===== src/pkg/crpc_pkg.sv =====
// Purpose: Shared constants and types for the crash recovery power cycler
// Assumes: 20 MHz reference clock
// Notes: Timer counts derive from times in their own units
package crpc_pkg;
    // ************************************************************
    // Clock and timing
    // ************************************************************
    localparam int unsigned CLK_HZ = 20_000_000;
    localparam int unsigned TMR_W = 20;
    localparam int unsigned RST_PULSE_MS = 31;
    localparam int unsigned BOOT_DLY_MS = 10;
    localparam int unsigned INIT_US = 130;
    // Least times round up to whole cycles
    localparam int unsigned RST_PULSE_CYC = (RST_PULSE_MS * (CLK_HZ / 1000));
    localparam int unsigned BOOT_DLY_CYC = (BOOT_DLY_MS * (CLK_HZ / 1000));
    localparam int unsigned INIT_CYC = (INIT_US * CLK_HZ + 999_999) / 1_000_000;
    localparam logic [TMR_W-1:0] TMR_ZERO = 20'h00000;
    localparam logic [TMR_W-1:0] TMR_ONE = 20'h00001;

    // ************************************************************
    // Sequencer states, Gray coded along the usual path
    // ************************************************************
    typedef enum logic [2:0]
    {
        CRPC_RUN = 3'h0,
        CRPC_PULSE = 3'h1,
        CRPC_INIT = 3'h3,
        CRPC_BDLY = 3'h2
    } crpc_state_t;
endpackage : crpc_pkg


===== src/hw/crpc_timer.sv =====
// Purpose: Load-and-count-down timer with a single expiry pulse
// Assumes: Load value is at least one
// Notes: Expiry fires once per load; a new load rearms it
`timescale 1ns/1ns
module crpc_timer
(
    // Clock and reset
    input wire logic ref_clk_i,
    input wire logic srst_i,
    // Control
    input wire logic start_i,
    input wire logic [crpc_pkg::TMR_W-1:0] load_i,
    // Status
    output logic busy_o,
    output logic expire_o
);
    logic [crpc_pkg::TMR_W-1:0] cnt_q;
    logic run_q;
    logic exp_q;

    // Countdown; start restarts from the load value
    always_ff @(posedge ref_clk_i)
    begin
        if (srst_i)
        begin
            cnt_q <= crpc_pkg::TMR_ZERO;
            run_q <= 1'b0;
            exp_q <= 1'b0;
        end
        else if (start_i)
        begin
            cnt_q <= load_i;
            run_q <= 1'b1;
            exp_q <= 1'b0;
        end
        else if (run_q && (cnt_q == crpc_pkg::TMR_ONE))
        begin
            cnt_q <= crpc_pkg::TMR_ZERO;
            run_q <= 1'b0;
            exp_q <= 1'b1; // One pulse per load
        end
        else
        begin
            cnt_q <= run_q ? (cnt_q - crpc_pkg::TMR_ONE) : cnt_q;
            exp_q <= 1'b0;
        end
    end

    assign busy_o = run_q;
    assign expire_o = exp_q;
endmodule : crpc_timer


===== src/hw/crpc_top.sv =====
// Purpose: Crash recovery sequencer driving the system reset pin
// Assumes: External gating forms supply enable from reset pin and supply request
// Notes: Timer loads are inputs; software writes them at application init
//
// Functional notes
// - Software programs 31 ms and 10 ms timers
// - Watchdog expiry or button pulse starts recovery
// - Drive reset low and start pulse timer
// - Hold reset low until pulse timer expires
// - After release, 130 us oscillator and option init
// - Run mode entry starts boot-access delay timer
// - No boot memory access before delay expires
`timescale 1ns/1ns
module crpc_top
(
    // Clock and reset
    input wire logic ref_clk_i,
    input wire logic srst_i,
    // Crash sources
    input wire logic watchdog_one_reset_out_i,
    input wire logic watchdog_two_reset_out_i,
    // System reset pin, open drain
    input wire logic system_reset_pin_n_i,
    output logic system_reset_pin_n_o,
    output logic system_reset_pin_n_oe_n_o,
    // Timer settings from software
    input wire logic [crpc_pkg::TMR_W-1:0] reset_pulse_timer_i,
    input wire logic [crpc_pkg::TMR_W-1:0] boot_access_delay_timer_i,
    // Status
    output logic internal_fast_oscillator_en_o,
    output logic run_mode_o,
    output logic boot_access_ok_o
);
    // ************************************************************
    // Input synchronisers
    // ************************************************************
    logic [2:0] sync1_q;
    logic [2:0] sync2_q;
    logic pin_prev_q;
    // Pins are asynchronous to ref_clk_i
    always_ff @(posedge ref_clk_i)
    begin
        if (srst_i)
        begin
            sync1_q <= 3'h1;
            sync2_q <= 3'h1;
        end
        else
        begin
            sync1_q <= {watchdog_two_reset_out_i, watchdog_one_reset_out_i,
                        system_reset_pin_n_i};
            sync2_q <= sync1_q;
        end
    end

    // Edge history of the synchronised pin
    always_ff @(posedge ref_clk_i)
    begin
        if (srst_i)
            pin_prev_q <= 1'b1;
        else
            pin_prev_q <= sync2_q[0];
    end

    // ************************************************************
    // Sequencer
    // ************************************************************
    crpc_pkg::crpc_state_t state_q;
    logic [crpc_pkg::TMR_W-1:0] init_cnt_q;
    logic crash;
    logic pulse_start;
    logic pulse_exp;
    logic bdly_start;
    logic bdly_exp;

    // Watchdog or button low edge while running
    assign crash = (state_q == crpc_pkg::CRPC_RUN) &&
                   (sync2_q[1] || sync2_q[2] || (pin_prev_q && !sync2_q[0]));
    assign pulse_start = crash; // Same cycle as pin drive

    // State walk: pulse, init, boot delay, run
    always_ff @(posedge ref_clk_i)
    begin
        if (srst_i)
            state_q <= crpc_pkg::CRPC_RUN;
        else
        begin
            unique case (state_q)
                crpc_pkg::CRPC_RUN:
                    if (crash)
                        state_q <= crpc_pkg::CRPC_PULSE;
                crpc_pkg::CRPC_PULSE:
                    if (pulse_exp)
                        state_q <= crpc_pkg::CRPC_INIT; // Release pin
                crpc_pkg::CRPC_INIT:
                    if (init_cnt_q == crpc_pkg::TMR_ONE)
                        state_q <= crpc_pkg::CRPC_BDLY;
                crpc_pkg::CRPC_BDLY:
                    if (bdly_exp)
                        state_q <= crpc_pkg::CRPC_RUN;
            endcase
        end
    end

    // Fixed init time counter
    always_ff @(posedge ref_clk_i)
    begin
        if (srst_i)
            init_cnt_q <= crpc_pkg::TMR_ZERO;
        else if (pulse_exp)
            init_cnt_q <= crpc_pkg::TMR_W'(crpc_pkg::INIT_CYC);
        else if (init_cnt_q != crpc_pkg::TMR_ZERO)
            init_cnt_q <= init_cnt_q - crpc_pkg::TMR_ONE;
    end

    // Run mode entry starts the boot delay
    assign bdly_start = (state_q == crpc_pkg::CRPC_INIT) &&
                        (init_cnt_q == crpc_pkg::TMR_ONE);

    // ************************************************************
    // Timers
    // ************************************************************
    // Loads come from software settings
    crpc_timer u_pulse_tmr
    (
        .ref_clk_i(ref_clk_i),
        .srst_i(srst_i),
        .start_i(pulse_start),
        .load_i(reset_pulse_timer_i),
        .busy_o(),
        .expire_o(pulse_exp)
    );

    crpc_timer u_bdly_tmr
    (
        .ref_clk_i(ref_clk_i),
        .srst_i(srst_i),
        .start_i(bdly_start),
        .load_i(boot_access_delay_timer_i),
        .busy_o(),
        .expire_o(bdly_exp)
    );

    // ************************************************************
    // Outputs
    // ************************************************************
    logic pin_low_q;
    logic osc_q;
    logic boot_ok_q;
    logic run_q;

    // Output flops; pin low starts together with the pulse timer
    always_ff @(posedge ref_clk_i)
    begin
        if (srst_i)
        begin
            pin_low_q <= 1'b0;
            osc_q <= 1'b1;
            boot_ok_q <= 1'b1;
            run_q <= 1'b1;
        end
        else
        begin
            if (crash)
                pin_low_q <= 1'b1;
            else if (pulse_exp)
                pin_low_q <= 1'b0;
            if (pulse_exp)
                osc_q <= 1'b1; // Oscillator on for init
            else if (crash)
                osc_q <= 1'b0;
            if (crash)
                run_q <= 1'b0;
            else if (bdly_start)
                run_q <= 1'b1;
            // Boot memory gated until delay ends
            if (crash)
                boot_ok_q <= 1'b0;
            else if (bdly_exp)
                boot_ok_q <= 1'b1;
        end
    end

    // Open drain: only ever drives low; the gating follows the pin
    assign system_reset_pin_n_o = 1'b0;
    assign system_reset_pin_n_oe_n_o = !pin_low_q;
    assign internal_fast_oscillator_en_o = osc_q;
    assign run_mode_o = run_q;
    assign boot_access_ok_o = boot_ok_q;
endmodule : crpc_top


===== config.mk =====
export PLATFORM = sky130hd
export DESIGN_NAME = crpc_top
export DESIGN_NICKNAME = d
export VERILOG_FILES = /design/src/pkg/crpc_pkg.sv /design/src/hw/crpc_timer.sv /design/src/hw/crpc_top.sv
export SDC_FILE = /design/constraint.sdc
export NUM_CORES = 1
export LEC_CHECK = 0
export BUFFER_PORTS_ARGS = -buffer_cell sky130_fd_sc_hd__buf_2
export CAP_MARGIN = 30
export CORE_ASPECT_RATIO = 0.5
export CORE_MARGIN = 2
export CORE_UTILIZATION = 23
export DETAILED_ROUTE_END_ITERATION = 7
export SLEW_MARGIN = 5
export SYNTH_ARGS = -nofsm -noshare
export SYNTH_HDL_FRONTEND = slang
export SYNTH_SLANG_ARGS = --single-unit

===== constraint.sdc =====
create_clock -name ref_clk_i -period 3.5 [get_ports ref_clk_i]
set_input_delay 0.35 -clock ref_clk_i [delete_from_list [all_inputs] [get_ports ref_clk_i]]
set_output_delay 0.35 -clock ref_clk_i [all_outputs]
set_load 0.01 [all_outputs]

After elaboration in Yosys (flattened, before gate mapping)
Cells that the tools add are included.
Word-level totals
  output and inout port bits: 5
  ROM bits: 0
  bits in writable memories: 0
  register bits: 78
  input bits: 45
  bits in latches: 0
  memories kept: 0
Operators by class
  divide/modulo/power cells: 0
  add/sub/neg operators: 3
  order comparisons: 0
  eq/ne operators: 10
  reduce and logical (&&, ||, !) cells: 23
  mux-type cells: 25
  bitwise logic cells: 0
  shifts and indexed selects: 0
  multipliers: 0
Operators with widths (count)
  20-bit two-way mux: 6
  20-bit by 1-bit == test with 1-bit output, second input constant: 3
  20-bit by 1-bit subtractor with 20-bit output, second input constant: 3
  12-bit two-way mux: 2
  20-bit nonzero test: 1
  1-bit two-way mux: 12
  3-bit two-way mux: 4
  3-bit one-hot mux with 4 select lines: 1
  2-bit nonzero test: 6
  3-bit by 2-bit == test with 1-bit output, second input constant: 2
  3-bit nonzero test: 2
  2-bit OR reduction: 3
  1-bit logical AND: 5
  2-bit by 1-bit != test with 1-bit output, second input constant: 2
  2-bit != test, second input constant: 2
  4-bit AND reduction: 1
  3-bit by 1-bit == test with 1-bit output, second input constant: 1
  3-bit zero test: 1
  1-bit zero test: 2
  1-bit logical OR: 2

Longest topological paths before layout
Gate-level depths: netlist (run 1).
  depth after elaboration: 6
  gate-level depth with buffers: 9

By module
A second synthesis (run 1) with hierarchy kept.
Second synthesis, totals
  cell total of the unflattened synthesis: 508
  area total of the unflattened synthesis: 4274.1 um^2
Modules (own cells, without submodules)
  crpc_timer: area an instance 1367.6 um^2, times used 2, cells an instance 166
  crpc_top: area an instance 1539.0 um^2, times used 1, cells an instance 176

Least setup slack after synthesis (run 1)
No wires, ideal clock.
  path kind: reg2reg
  start point: reg init_cnt_q[3] in the netlist's numbering
  end point: reg init_cnt_q[12] in the netlist's numbering
  library setup time: 71 ps
  required time: 3429 ps
  period minus slack after synthesis: 2339 ps
  cell stages (with the launch flop): 7
  arrival time: 2268 ps
  slack: 1161 ps
  cell sequence: dfxtp_1 or4_1 buf_2 or4_1 a211o_1 or4_1 a21oi_1
Between the ends
  longest elaborated chain between the ends: 1
  elaborated cells between the ends (all ways): 2
  classes of those cells: 1 x add/sub; 1 x reduce/logical
RTL lines
  start, declared: RTL line crpc_top.sv:69  | logic [crpc_pkg::TMR_W-1:0] init_cnt_q;
  start signal, assigned: RTL line crpc_top.sv:109  | init_cnt_q <= crpc_pkg::TMR_ZERO;
  start signal, assigned: RTL line crpc_top.sv:111  | init_cnt_q <= crpc_pkg::TMR_W'(crpc_pkg::INIT_CYC);
  start signal, assigned: RTL line crpc_top.sv:113  | init_cnt_q <= init_cnt_q - crpc_pkg::TMR_ONE;
  20-bit by 1-bit subtractor with 20-bit output or 20-bit nonzero test (tied branches): RTL line crpc_top.sv:113, crpc_top.sv:112
Parallel ways exist; a longest one is shown, timed or not.
A chain may end at the register's enable or synchronous reset.

Final worst setup path (run 1)
  start point: reg init_cnt_q[3] in the netlist's numbering
  end point: reg init_cnt_q[11] in the netlist's numbering
Between the ends
  longest elaborated chain between the ends: 3
  elaborated cells between the ends (all ways): 5
  classes of those cells: 1 x add/sub; 2 x mux; 2 x reduce/logical
RTL lines
  20-bit by 1-bit subtractor with 20-bit output: RTL line crpc_top.sv:113
  12-bit two-way mux: RTL line crpc_top.sv:112  | else if (init_cnt_q != crpc_pkg::TMR_ZERO)
  12-bit two-way mux: RTL line crpc_top.sv:110  | else if (pulse_exp)
Parallel ways exist; a longest one is shown, timed or not. The select of a mux whose other input is x is not followed.

==> results of run 1 <==
==> through the flow <==
stage	instances	hold WS [ns]	instance area, µm²	utilization, %	worst slack [ns]
final	791	0.193	4850	28.0	0.881
after detailed placement	775	0.397	4550	26.3	0.893
after CTS	791	0.187	4850	28.0	0.883
after global routing	791	0.189	4850	28.0	0.649
after floorplan	512	0.389	4060	-	1.16
after global placement	775	0.401	4550	26.3	0.970
==> sequential cells by signal (all words and copies together), names as in the netlist, 2 cells and up <==
signal and flops:
sync1_q 3, state_q 2, u_pulse_tmr.cnt_q 20, u_bdly_tmr.cnt_q 20
sync2_q 3, init_cnt_q 20
==> area by class of cell <==
type	count	area share (%)
multi-input combinational	391	48.3
sequential	77	31.8
timing repair buffer	58	6.50
tap	234	6.03
clock buffer	11	5.00
clock inverter	5	1.24
inverter	15	1.16
==> Yosys cell counts (4+ instances only) <==
cell type / n
sky130_fd_sc_hd__dfxtp_1: 77
sky130_fd_sc_hd__nand2_1: 51
sky130_fd_sc_hd__nor2_1: 45
sky130_fd_sc_hd__a21oi_1: 39
sky130_fd_sc_hd__nand3_1: 30
sky130_fd_sc_hd__clkbuf_1: 23
sky130_fd_sc_hd__o21ai_0: 23
sky130_fd_sc_hd__inv_1: 15
sky130_fd_sc_hd__nor3_1: 15
sky130_fd_sc_hd__nand4_1: 14
sky130_fd_sc_hd__xnor2_1: 14
sky130_fd_sc_hd__a31oi_1: 13
sky130_fd_sc_hd__or4_1: 13
sky130_fd_sc_hd__xor2_1: 13
sky130_fd_sc_hd__nor4_1: 12
sky130_fd_sc_hd__a211oi_1: 10
sky130_fd_sc_hd__or3_1: 10
sky130_fd_sc_hd__nor2b_1: 9
sky130_fd_sc_hd__ha_1: 7
sky130_fd_sc_hd__o31ai_1: 6
sky130_fd_sc_hd__or2_2: 6
sky130_fd_sc_hd__nand3b_1: 5
sky130_fd_sc_hd__o22ai_1: 5
sky130_fd_sc_hd__and4_1: 4
sky130_fd_sc_hd__buf_2: 4
sky130_fd_sc_hd__nor3b_1: 4
sky130_fd_sc_hd__o211ai_1: 4
sky130_fd_sc_hd__o21ai_1: 4
==> final timing paths <==
check | slack [ns] | endpoint | from
worst min register to register | 0.41 | sync2_q[0] | sync1_q[0]
worst max register to register | 0.88 | init_cnt_q[11] | init_cnt_q[3]
worst min-delay path | 0.19 | sync1_q[0] | system_reset_pin_n_i
worst max-delay path | 0.88 | init_cnt_q[11] | init_cnt_q[3]
==> power groups by stage <==
stage | Sequential, W | Combinational [W] | Clock (W)
6_report | 0.00116 | 0.00103 | 0.000951
5_1_grt | 0.00119 | 0.00116 | 0.00101
4_1_cts | 0.00116 | 0.00102 | 0.000966
3_5_place_dp | 0.00118 | 0.00101 | 0
3_3_place_gp | 0.00117 | 0.000999 | 0
2_1_floorplan | 0.00113 | 0.000827 | 0
==> per-layer routing <==
metal	up-vias	track usage (%)	wire, µm
met5	-	0	0
met4	0	4.44	204
met3	16	2.59	360
met2	67	19.2	4760
met1	1743	14.8	5100
li1	1941	-	-
==> critical path: cells and delay by family, from the launching register on <==
kind,cells,cell delay (ns)
simple gates,3,1.44
compound gates,2,0.72
flops,1,0.35
==> cell usage in the layout (no fill, tap or decap), types with 5 or more instances in the layout <==
| cell | count |
|---|---|
| sky130_fd_sc_hd__inv_1 | 15 |
| sky130_fd_sc_hd__clkbuf_16 | 9 |
| sky130_fd_sc_hd__ha_1 | 7 |
| sky130_fd_sc_hd__o31ai_1 | 5 |
| sky130_fd_sc_hd__buf_4 | 10 |
| sky130_fd_sc_hd__o22ai_1 | 5 |
| sky130_fd_sc_hd__dfxtp_1 | 77 |
| sky130_fd_sc_hd__a21oi_1 | 39 |
| sky130_fd_sc_hd__nand2_1 | 51 |
| sky130_fd_sc_hd__nand3b_1 | 5 |
| sky130_fd_sc_hd__a31oi_1 | 13 |
| sky130_fd_sc_hd__a211oi_1 | 10 |
| sky130_fd_sc_hd__nand4_1 | 14 |
| sky130_fd_sc_hd__or3_1 | 10 |
| sky130_fd_sc_hd__buf_2 | 48 |
| sky130_fd_sc_hd__or4_1 | 13 |
| sky130_fd_sc_hd__nor3_1 | 15 |
| sky130_fd_sc_hd__nor4_1 | 12 |
| sky130_fd_sc_hd__or2_2 | 6 |
| sky130_fd_sc_hd__xor2_1 | 13 |
| sky130_fd_sc_hd__xnor2_1 | 14 |
| sky130_fd_sc_hd__nand3_1 | 30 |
| sky130_fd_sc_hd__nor2b_1 | 9 |
| sky130_fd_sc_hd__nor2_1 | 45 |
| sky130_fd_sc_hd__o21ai_0 | 23 |
==> cells by family after synthesis <==
group | synth area share (%)
AOI/OAI and AO/OA | 18.1
other | 0.0925
buffers and inverters | 4.29
adders and majority gates | 2.16
xor gates and xnor gates | 5.83
DFF | 38.0
and+or+nand+nor | 30.7
muxes | 0.771
==> flow_results.org, run 1 <==
** Status
- Status :: complete, no violations

** Detailed routing
- Dividing the detail-routed wire length by the instance count gives between 10 and 15 µm.
- The count of nets left with antenna violations once routing finished came out at 0.
- Number of optimization iterations in the first detailed-route pass :: 4
- Wires add up to between 10000 and 15000 µm.
- Via count :: between 3000 and 4000
- For this block, the initial DRC count from the detailed router was just under 200.
- Dividing the detail-routed via count by the number of cells gives ~4.8.
- For this run, design rule violations remaining after detail routing come to 0.

** Power and ir drop
- The completed layout was analyzed and its total power is between 0.003 and 0.004 W.
- Static leakage :: approximately 1.8 nW
- Sequential cells account for between 30% and 40% of the total power.
- In this run switching power makes up a little over a third of total power.
- Combinational share of power :: 32.7%
- Cell internal power was estimated by the tool at 0.00202 W.
- Summed over all nets, the switching power comes to 0.00112 W.
- The clock network is responsible for 30.2% of the overall power.
- Worst-case vdd ir drop :: around 230 µV
- Dividing total power by cell area gives a power density of around 650 nW/µm².

** STA
- Post-Route Setup TNS :: 0 ns
- Counting I/O delays and the setup requirement, the final critical path takes about 2.6 ns.
- Part of the cycle the worst path needs :: between 70 and 80%
- Across the routed clock network, the largest skew measured is between 0.01 and 0.015 ns.
- The count of endpoints failing hold in the final timing report came to 0.
- Setup repair after global routing left no endpoint under its margin.
- Derived from the worst setup path, the maximum achievable clock frequency is 0.382 GHz.
- Setup violations remaining at the end of the flow were counted as 0.
- Actual transition at the worst max-transition pin :: 0.839 ns
- In this run the tightest slew margin relative to its limit is 44.1%.
- The number of max-slew violations in the final report was 0.

** Layout
- Cells with a size suffix above 1 make up ~16% of the layout.
- Counting the fill cells in the layout gives between 1500 and 2000.
- The multi-input combinational cells in the finished layout cover a total of between 2000 and 2500 µm².
- Relative to the synthesized area, the layout overhead comes to 19.7%.
- Ant. Diodes :: 0
- Area taken by flip-flops and latches :: between 1500 and 2000 µm²
- At the end of the flow, the number of nets in the layout was 604.

** Logic synthesis
- The biggest area contributor in the post-synthesis netlist is sky130_fd_sc_hd__dfxtp_1.
- Averaged over all synthesized cells, the footprint is 7.92 µm².
- Summed over its instances, the top area cell type makes up around two fifths of the synthesized netlist area.
- The Yosys step of the flow raised 0 warnings.
- When the netlist entered floorplanning its net count stood at 564.
- The synthesized design contains 77 register bits.
- Proportion of register bits with asynchronous set or reset after synthesis :: 0%
- Share of synthesized area occupied by flip-flops and latches :: between 30% and 40%
- Counting flops with a built-in enable in the synthesized netlist gives 0.
- The synthesized netlist occupies a cell area of 4060 µm².
- By area the synthesized netlist is led by sky130_fd_sc_hd__dfxtp_1, sky130_fd_sc_hd__a21oi_1, sky130_fd_sc_hd__nand2_1, sky130_fd_sc_hd__nor2_1, sky130_fd_sc_hd__nand3_1.
- Counting every instance in the synthesized netlist gives 512.
- Main synth FF type :: sky130_fd_sc_hd__dfxtp_1
- Count of different cell masters after synthesis :: 57

** GRT
- First-pass GRT wire length :: 17700 µm
- The number of antenna violations at the first check in global routing was 0.
- GRT Total Usage :: roughly an eighth
- The total overflow left after global routing is 0.
- The via count of the first global-routing pass is between 3000 and 4000.
- Largest net degree at the start of global routing :: 31

** Floorplan
- Number of placed I/O pins :: 50
- Core area :: 17300 µm²
- Starting utilization of the core area :: between 20% and 30%
- The floorplan has 34 rows.
- Measured along the x axis, the die boundary spans 192 µm.
- Die footprint :: 18800 µm²
- Measured along the y axis, the die boundary spans between 90 and 100 µm.

** Job
- Across the run, the number of max-cap violations was 0.

** CTS
- Number of buffers created by CTS :: 9
- In this run, post-CTS repair resized a total of 0 instances.
- Maximum count of clock buffers along a single path :: 2
- The number of setup buffers added after CTS is 0.
- Root Driver :: sky130_fd_sc_hd__clkbuf_16
- Clock latency on the worst-skew pair, taken at its later pin, is ~0.34 ns.
- Clock Sinks :: 77
- CTS Hold Bufs :: 0
- TritonCTS built the clock tree.
- Clk slew on worst S/H paths :: about 0.060 ns
- The clock tree synthesis step divided the H-tree into 3 levels.

** Critical path
- Data arrives at the worst endpoint at around 2.9 ns.
- Walking the worst path, the cells encountered are or4_1 -> or4_4 -> o21ai_1 -> nor3_1 -> o31a_1.
- Crit-path slowest cell :: sky130_fd_sc_hd__or4_4
- The worst setup path is captured at a flip-flop.
- Maximum fanout encountered on the critical timing path :: 13
- Critical setup path kind :: reg2reg
- Critical path's largest stage delay :: ~0.69 ns
- Worst R2R Path Depth :: 5
- Launching element type of the critical path :: flip-flop
- Data required, critical path :: 3.73 ns

** Placed design
- Routability-driven placement congestion ratio :: just over 0.8
- Count of input and output buffers :: 48
- Detailed placement ended at an HPWL of between 7000 and 8000 µm.

** Min path
- The min-delay analysis places its worst path in the category in2reg.
- The worst hold path was traced through 2 stages.
Note: power is estimated with default switching activity, not from simulation.
==> run 2: changes to the inputs <==
clock period = 2.6 ns   (was 3.5 ns; I/O delays follow)
==> run 2 against run 1 <==
Sequential power up 34%. Maximum frequency up 4.4%. Critical path type unchanged. Total power up 35%. Final area up 1.7%. Clock power up 23%. Non-clock buffer count up 13.
==> flow_results.org, run 2 (synthesis results as in run 1) <==
** STA
- The total setup violations reported at the end of the flow came to 0 (unchanged).
- The number of max-slew violations in the final report was 0 (unchanged).
- Part of the cycle the worst path needs :: 96.5% (was 74.8%)
- The timing-limited maximum frequency is 0.399 GHz (was 0.382 GHz).
- The total negative slack came to 0 ns (unchanged).
- The shortest clock period the worst path allows after layout was 2.51 ns (was 2.62 ns).
- The worst-case clock skew was 0.00909 ns (was 0.0115 ns).
- The actual slew at the worst max-slew pin is 0.616 ns (was 0.839 ns).
- Setup repair after global routing missed its margin :: no (unchanged)
- The worst slew margin relative to its limit came to 58.9% (was 44.1%).
- The count of endpoints failing hold in the final timing report came to 0 (unchanged).
- The worst hold slack across all endpoints is 0.113 ns (was 0.193 ns).

** Layout
- Commonest cells after routing, fill and taps aside :: sky130_fd_sc_hd__dfxtp_1, sky130_fd_sc_hd__nand2_1, sky130_fd_sc_hd__buf_2 (unchanged)
- The layout-stage area growth over the synthesis result is 21.8% (was 19.7%).
- The count of filler cells inserted in the layout was 1884 (was 1865).
- The net total in the final layout was 617 (was 604).
- The sequential cell area came to 1540 µm² (unchanged).
- Biggest registers after layout: init_cnt_q x20, u_bdly_tmr.cnt_q x20, u_pulse_tmr.cnt_q x20 (unchanged).
- Most common cell after layout, fill and taps aside :: sky130_fd_sc_hd__dfxtp_1 (unchanged)
- Finished Layout Cells :: 804 (was 791)
- Multi-input combinational cell area :: 2350 µm² (was 2340 µm²)
- Fraction of layout cells with a size suffix above 1 :: 17.2% (was 15.6%)
- The number of antenna cells inserted came to 0 (unchanged).

** CTS
- The root buffer cell is sky130_fd_sc_hd__clkbuf_16 (unchanged).
- CTS Hold Bufs :: 0 (unchanged)
- The buffers inserted during post-CTS setup optimization came to 0 (unchanged).
- Clock tree from TritonCTS :: built (unchanged)
- The number of levels in the clock H-tree came to 3 (unchanged).
- The clock latency on the worst-skew pair came to 0.34 ns (about the same).
- The number of buffers inserted during clock tree synthesis was 9 (unchanged).
- Clock Sinks :: 77 (unchanged)
- Clk slew on worst S/H paths :: 0.06 ns (about the same)
- Maximum count of clock buffers along a single path :: 2 (unchanged)

** Status
- Status: complete, no violations (unchanged).

** Critical path
- The startpoint type of the worst setup path was a flip-flop (unchanged).
- The maximum fanout along the worst path was 7 (was 13).
- Flop-to-flop setup slack :: 0.09 ns (was 0.88 ns)
- The type of the worst setup path is reg2reg (unchanged).
- The beginning of the worst register-to-register path is init_cnt_q[3] (unchanged).
- Worst R2R Path Depth :: 5 (unchanged)
- The required time of the critical path was 2.86 ns (was 3.73 ns).
- Critical path data arrival time :: 2.77 ns (was 2.85 ns)
- Reg-to-Reg End :: init_cnt_q[12] (was init_cnt_q[11])
- CP endpoint kind :: flip-flop (unchanged)

** GRT
- The total overflow reported by the global router was 0 (unchanged).
- First-pass GRT wire length :: 17400 µm (was 17700 µm)
- The overall routing resource usage is 11.5% (was 11.6%).
- The via count of the first global-routing pass is 3569 (was 3641).
- Number of antenna violations at the first check in global routing :: 0 (unchanged)
- Largest net degree at the start of global routing :: 28 (was 31)

** Min path
- Tightest Hold Check Type :: in2reg (unchanged)
- The beginning of the worst hold path was system_reset_pin_n_i (unchanged).
- The worst-case hold path end point is sync1_q[0] (unchanged).
- The hold-critical path depth is 2 (unchanged).

** Detailed routing
- Number of optimization iterations in the first detailed-route pass :: 5 (was 4)
- The via count is 3874 (was 3767).
- Iteration-0 DRC count of the detailed router :: 200 (was 197)
- DRC violation count after routing :: 0 (unchanged)
- The mean number of vias per cell came to 4.82 (was 4.76).
- The routed length per placed instance was 13.1 µm (was 13.2 µm).
- Drt total wl :: 10500 µm (was 10400 µm)
- Antenna Nets Post-Route :: 0 (unchanged)

** Floorplan
- The area of the placeable core was 17300 µm² (unchanged).
- The width of the die came to 192 µm (unchanged).
- Number of placed I/O pins :: 50 (unchanged)
- Die footprint :: 18800 µm² (unchanged)
- The die outline height is 97.9 µm (unchanged).
- Starting utilization of the core area :: 23.4% (unchanged)
- The number of core rows came to 34 (unchanged).

** Job
- Maximum capacitance violations :: 0 (unchanged)

** Power and ir drop
- Clock power frac :: 27.5% (was 30.2%)
- The design internal power was 0.00274 W (was 0.00202 W).
- The leakage component of the power was 1.83 nW (was 1.78 nW).
- Combinational share of power :: 35.7% (was 32.7%)
- Sw Pwr :: 0.00150 W (was 0.00112 W)
- The fraction of power spent switching nets is 35.3% (was 35.6%).
- The relative contribution of sequential cells to total power was 36.8% (was 37.1%).
- Pwr dens :: 859 nW/µm² (was 648 nW/µm²)
- Worst-case vdd ir drop :: 323 µV (was 229 µV)
- The overall power of the completed layout came to 0.00424 W (was 0.00314 W).

** Placed design
- Count of input and output buffers :: 48 (unchanged)
- The number of placed instances with taps included came to 788 (was 775).
- Placed wire-length estimate :: 7490 µm (was 7530 µm)
- Routability-driven placement congestion ratio :: 0.829 (was 0.830)
## run 2: cell count changes in the layout (fill, tap and decap cells not counted)
cell and change:
sky130_fd_sc_hd__clkinv_4 -2, sky130_fd_sc_hd__buf_12 +1, sky130_fd_sc_hd__bufinv_16 -1, sky130_fd_sc_hd__o21ai_1 -1, sky130_fd_sc_hd__o21ai_2 +1, sky130_fd_sc_hd__clkinvlp_4 -1, sky130_fd_sc_hd__buf_4 +12, sky130_fd_sc_hd__clkbuf_8 +1
sky130_fd_sc_hd__clkbuf_1 +3
## run 2: worst max-delay path by stage
stage	from	endpoint	slack [ns]	cells past startpoint
after floorplan	init_cnt_q[3]	init_cnt_q[12]	0.26	6
after global placement	init_cnt_q[3]	init_cnt_q[12]	0.18	5
after detailed placement	init_cnt_q[3]	init_cnt_q[2]	0.10	5
after CTS	init_cnt_q[3]	init_cnt_q[2]	0.09	5
after global routing	init_cnt_q[3]	init_cnt_q[12]	0.006	5
final	init_cnt_q[3]	init_cnt_q[12]	0.09	5
## run 2: stage by stage
step / utilization (%) / setup WS (ns) / cell area (µm²)
2_1_floorplan: - / 0.261 / 4060
3_3_place_gp: 26.9 / 0.175 / 4660
3_5_place_dp: 26.9 / 0.100 / 4660
4_1_cts: 28.5 / 0.0905 / 4930
5_1_grt: 28.5 / 0.00586 / 4940
6_report: 28.5 / 0.0911 / 4940
## run 2: power by group through the flow
stage / logic [W] / clock network (W) / registers, W
2_1_floorplan: 0.00111 / 0 / 0.00152
3_3_place_gp: 0.00145 / 0 / 0.00158
3_5_place_dp: 0.00148 / 0 / 0.00158
4_1_cts: 0.00150 / 0.00121 / 0.00156
5_1_grt: 0.00169 / 0.00125 / 0.00159
6_report: 0.00151 / 0.00117 / 0.00156
## run 2: layout make-up
cell class,instances,share of cell area (%)
Clock inverter,1,0.101
Multi-Input combinational cell,391,47.6
Tap cell,234,5.93
Clock buffer,15,5.42
Inverter,15,1.14
Sequential cell,77,31.2
Timing Repair Buffer,71,8.62
## run 2: worst max-delay path, cell delays in order (launching register included)
cell and delay [ns]:
sky130_fd_sc_hd__dfxtp_1 0.34, sky130_fd_sc_hd__or4_1 0.66, sky130_fd_sc_hd__or4_1 0.52, sky130_fd_sc_hd__a211o_1 0.35, sky130_fd_sc_hd__or4_1 0.42, sky130_fd_sc_hd__a21oi_1 0.14
## run 2: timing repair
item,CTS,global route
setup endpoints to repair,0,4
gates resized for setup,0,1
hold endpoints to repair,0,0
## run 2: metal layers
| layer | wire length [µm] | track usage, % | up-vias |
|---|---|---|---|
| met5 | 0 | 0 | - |
| li1 | - | - | 1972 |
| met4 | 119 | 3.91 | 0 |
| met2 | 4930 | 19.3 | 74 |
| met3 | 345 | 2.19 | 9 |
| met1 | 5140 | 14.7 | 1819 |
==> run 3: changes to the inputs <==
ABC_CLOCK_PERIOD_IN_PS = 2600   (was not set)
CTS_BUF_LIST = sky130_fd_sc_hd__clkbuf_4 sky130_fd_sc_hd__clkbuf_8   (was not set)
==> run 3 against run 2 <==
First-iteration DRC count down 5.5%. Clock power down 25%. Global-route usage about the same. Via count down 0.26%. Total power down 6.4%. Register-to-register slack better by 0.07 ns. Largest power group unchanged.
==> flow_results.org, run 3 (synthesis results as in run 1) <==
** Critical path
- The worst path arrival time was 2.72 ns (was 2.77 ns).
- The required time of the critical path was 2.88 ns (was 2.86 ns).
- Cell breakdown of the critical path :: or4_4 -> or4_1 -> a211o_1 -> or4_1 -> a21oi_1 (was or4_1 -> or4_1 -> a211o_1 -> or4_1 -> a21oi_1)
- Critical path's largest stage delay :: 0.60 ns (was 0.66 ns)
- Worst R2R Path Depth :: 5 (unchanged)
- The beginning of the worst register-to-register path is init_cnt_q[3] (unchanged).
- The maximum fanout along the worst path came to 7 (unchanged).
- Flop-to-flop setup slack :: 0.16 ns (was 0.09 ns)
- Reg-to-Reg End :: init_cnt_q[12] (unchanged)
- Launching element type of the critical path :: flip-flop (unchanged)
- The cell repeated most along the worst path is sky130_fd_sc_hd__or4_1 (unchanged).
- Crit-path slowest cell :: sky130_fd_sc_hd__or4_4 (was sky130_fd_sc_hd__or4_1)
- The element type at the critical path end is a flip-flop (unchanged).
- The type of the worst setup path was reg2reg (unchanged).

** GRT
- The first-pass GRT wire length was 17500 µm (was 17400 µm).
- The via count of the first global-routing pass came to 3563 (was 3569).
- The pin count of the biggest net entering global routing is 28 (unchanged).
- Final global-route overflow total :: 0 (unchanged)
- The overall routing resource usage came to 11.5% (about the same).
- Number of antenna violations at the first check in global routing :: 0 (unchanged)

** Job
- The number of maximum-capacitance violations was 0 (unchanged).

** CTS
- The number of levels in the clock H-tree is 3 (unchanged).
- The clock-pin slew reported for the worst setup and hold paths after clock tree synthesis was 0.08 ns (was 0.06 ns).
- The buffer levels on the longest clock path was 2 (unchanged).
- The clock sink count came to 77 (unchanged).
- The quantity of hold-fixing buffers added after cts is 0 (unchanged).
- The root buffer cell is sky130_fd_sc_hd__clkbuf_8 (was sky130_fd_sc_hd__clkbuf_16).
- The CTS tree is built (unchanged).
- The clock latency on the worst-skew pair was 0.36 ns (was 0.34 ns).
- Number of buffers created by CTS :: 9 (unchanged)

** Detailed routing
- DRC violation count after routing :: 0 (unchanged)
- The routed length per placed instance was 13.2 µm (was 13.1 µm).
- The initial DRC count came to 189 (was 200).
- Antenna Nets Post-Route :: 0 (unchanged)
- The total routed wirelength was 10600 µm (was 10500 µm).
- The length of the first detailed-routing pass in iterations came to 4 (was 5).
- Via count :: 3864 (was 3874)
- Vias per Instance :: 4.81 (was 4.82)

** Layout
- Area taken by flip-flops and latches :: 1540 µm² (unchanged)
- # fillers :: 1890 (was 1884)
- Net total in the final layout :: 617 (unchanged)
- The most common cell after layout, fill and taps aside is sky130_fd_sc_hd__dfxtp_1 (unchanged).
- Finished Layout Cells :: 804 (unchanged)
- Commonest cells after routing, fill and taps aside: sky130_fd_sc_hd__dfxtp_1, sky130_fd_sc_hd__nand2_1, sky130_fd_sc_hd__buf_2 (unchanged).
- The layout-stage area growth over the synthesis result came to 19.7% (was 21.8%).
- The number of antenna cells inserted came to 0 (unchanged).
- The combined area of the multi-input logic cells is 2350 µm² (about the same).
- The share of layout cells above drive strength 1 came to 18.1% (was 17.2%).
- Biggest registers after layout :: init_cnt_q x20, u_bdly_tmr.cnt_q x20, u_pulse_tmr.cnt_q x20 (unchanged)

** Floorplan
- The area enclosed by the die boundary is 18800 µm² (unchanged).
- Number of placed I/O pins :: 50 (unchanged)
- Rows :: 34 (unchanged)
- Core area :: 17300 µm² (unchanged)
- The width of the die came to 192 µm (unchanged).
- Starting utilization of the core area :: 23.4% (unchanged)
- The die outline height came to 97.9 µm (unchanged).

** STA
- The actual slew at the worst max-slew pin was 0.616 ns (about the same).
- The total setup violations reported at the end of the flow was 0 (unchanged).
- Timing-limited maximum frequency :: 0.410 GHz (was 0.399 GHz)
- The count of endpoints failing hold in the final timing report came to 0 (unchanged).
- Part of the cycle the worst path needs :: 93.8% (was 96.5%)
- Setup repair after global routing missed its margin: no (unchanged).
- The worst-case clock skew was 0.0113 ns (was 0.00909 ns).
- The worst slew margin relative to its limit came to 58.9% (about the same).
- The shortest clock period the worst path allows after layout came to 2.44 ns (was 2.51 ns).
- Final max-slew violation count :: 0 (unchanged)
- Post-Route Setup TNS :: 0 ns (unchanged)

** Min path
- Startpoint of the tightest hold check path :: system_reset_pin_n_i (unchanged)
- Tightest Hold Check Type :: in2reg (unchanged)
- Endpoint with the worst hold slack :: sync1_q[0] (unchanged)
- The hold-critical path depth is 2 (unchanged).

** Placed design
- Count of input and output buffers :: 48 (unchanged)
- Placed wire-length estimate :: 7490 µm (unchanged)
- Post-Place Cells :: 788 (unchanged)
- The routability congestion estimate from global placement came to 0.829 (unchanged).

** Power and ir drop
- The maximum ir drop on the vdd rail came to 348 µV (was 323 µV).
- Pwr dens :: 818 nW/µm² (was 859 nW/µm²)
- Static leakage :: 1.80 nW (was 1.83 nW)

** Status
- Status :: complete, no violations (unchanged)
## run 3: worst max-delay path: cells and delay by family, from the launching register on
kind,cells,cell delay [ns]
AND/OR/NAND/NOR,3,1.51
AO/OA/AOI/OAI,2,0.49
flip-flops,1,0.36
## run 3: final cells by class
cell class | instances | area share, %
inverter | 15 | 1.16
sequential | 77 | 31.8
timing repair buffer | 71 | 8.76
multi-input combinational | 391 | 48.5
tap | 234 | 6.03
clock inverter | 1 | 0.103
clock buffer | 15 | 3.74
## run 3: metrics by stage
stage	setup slack, ns	area [µm²]	total power, W	hold WS, ns	utilization, %
final	0.160	4850	0.00397	0.0952	28.0
after global routing	0.0948	4850	0.00425	0.0783	28.0
after CTS	0.0862	4850	0.00396	0.0827	28.0
after detailed placement	0.100	4660	0.00307	0.401	26.9
after global placement	0.175	4660	0.00302	0.398	26.9
after floorplan	0.261	4060	0.00264	0.364	-
## run 3: what timing repair did
item,in CTS,in global routing
gates resized for setup,0,2
endpoints found under the setup margin,0,5
buffers inserted,0,0
## run 3: layer usage
metal  global-route usage (%)  up-vias  share of wire [%]
met5                        0        -                  0
met1                     15.0     1831                 50
li1                         -     1965                  -
met4                     3.37        0                1.1
met3                     2.30        8                2.7
met2                     19.2       60                 47
## run 3: how the worst max path moves through the flow
stage                        startpoint              to
final                     init_cnt_q[3]  init_cnt_q[12]
after global routing      init_cnt_q[3]  init_cnt_q[12]
after CTS                 init_cnt_q[3]   init_cnt_q[6]
after detailed placement  init_cnt_q[3]   init_cnt_q[2]
after global placement    init_cnt_q[3]  init_cnt_q[12]
after floorplan           init_cnt_q[3]  init_cnt_q[12]
## run 3: power by group
group | switching, W | internal (W)
sequential | 0.000193 | 0.00137
combinational | 0.000843 | 0.000686
clock | 0.000440 | 0.000442
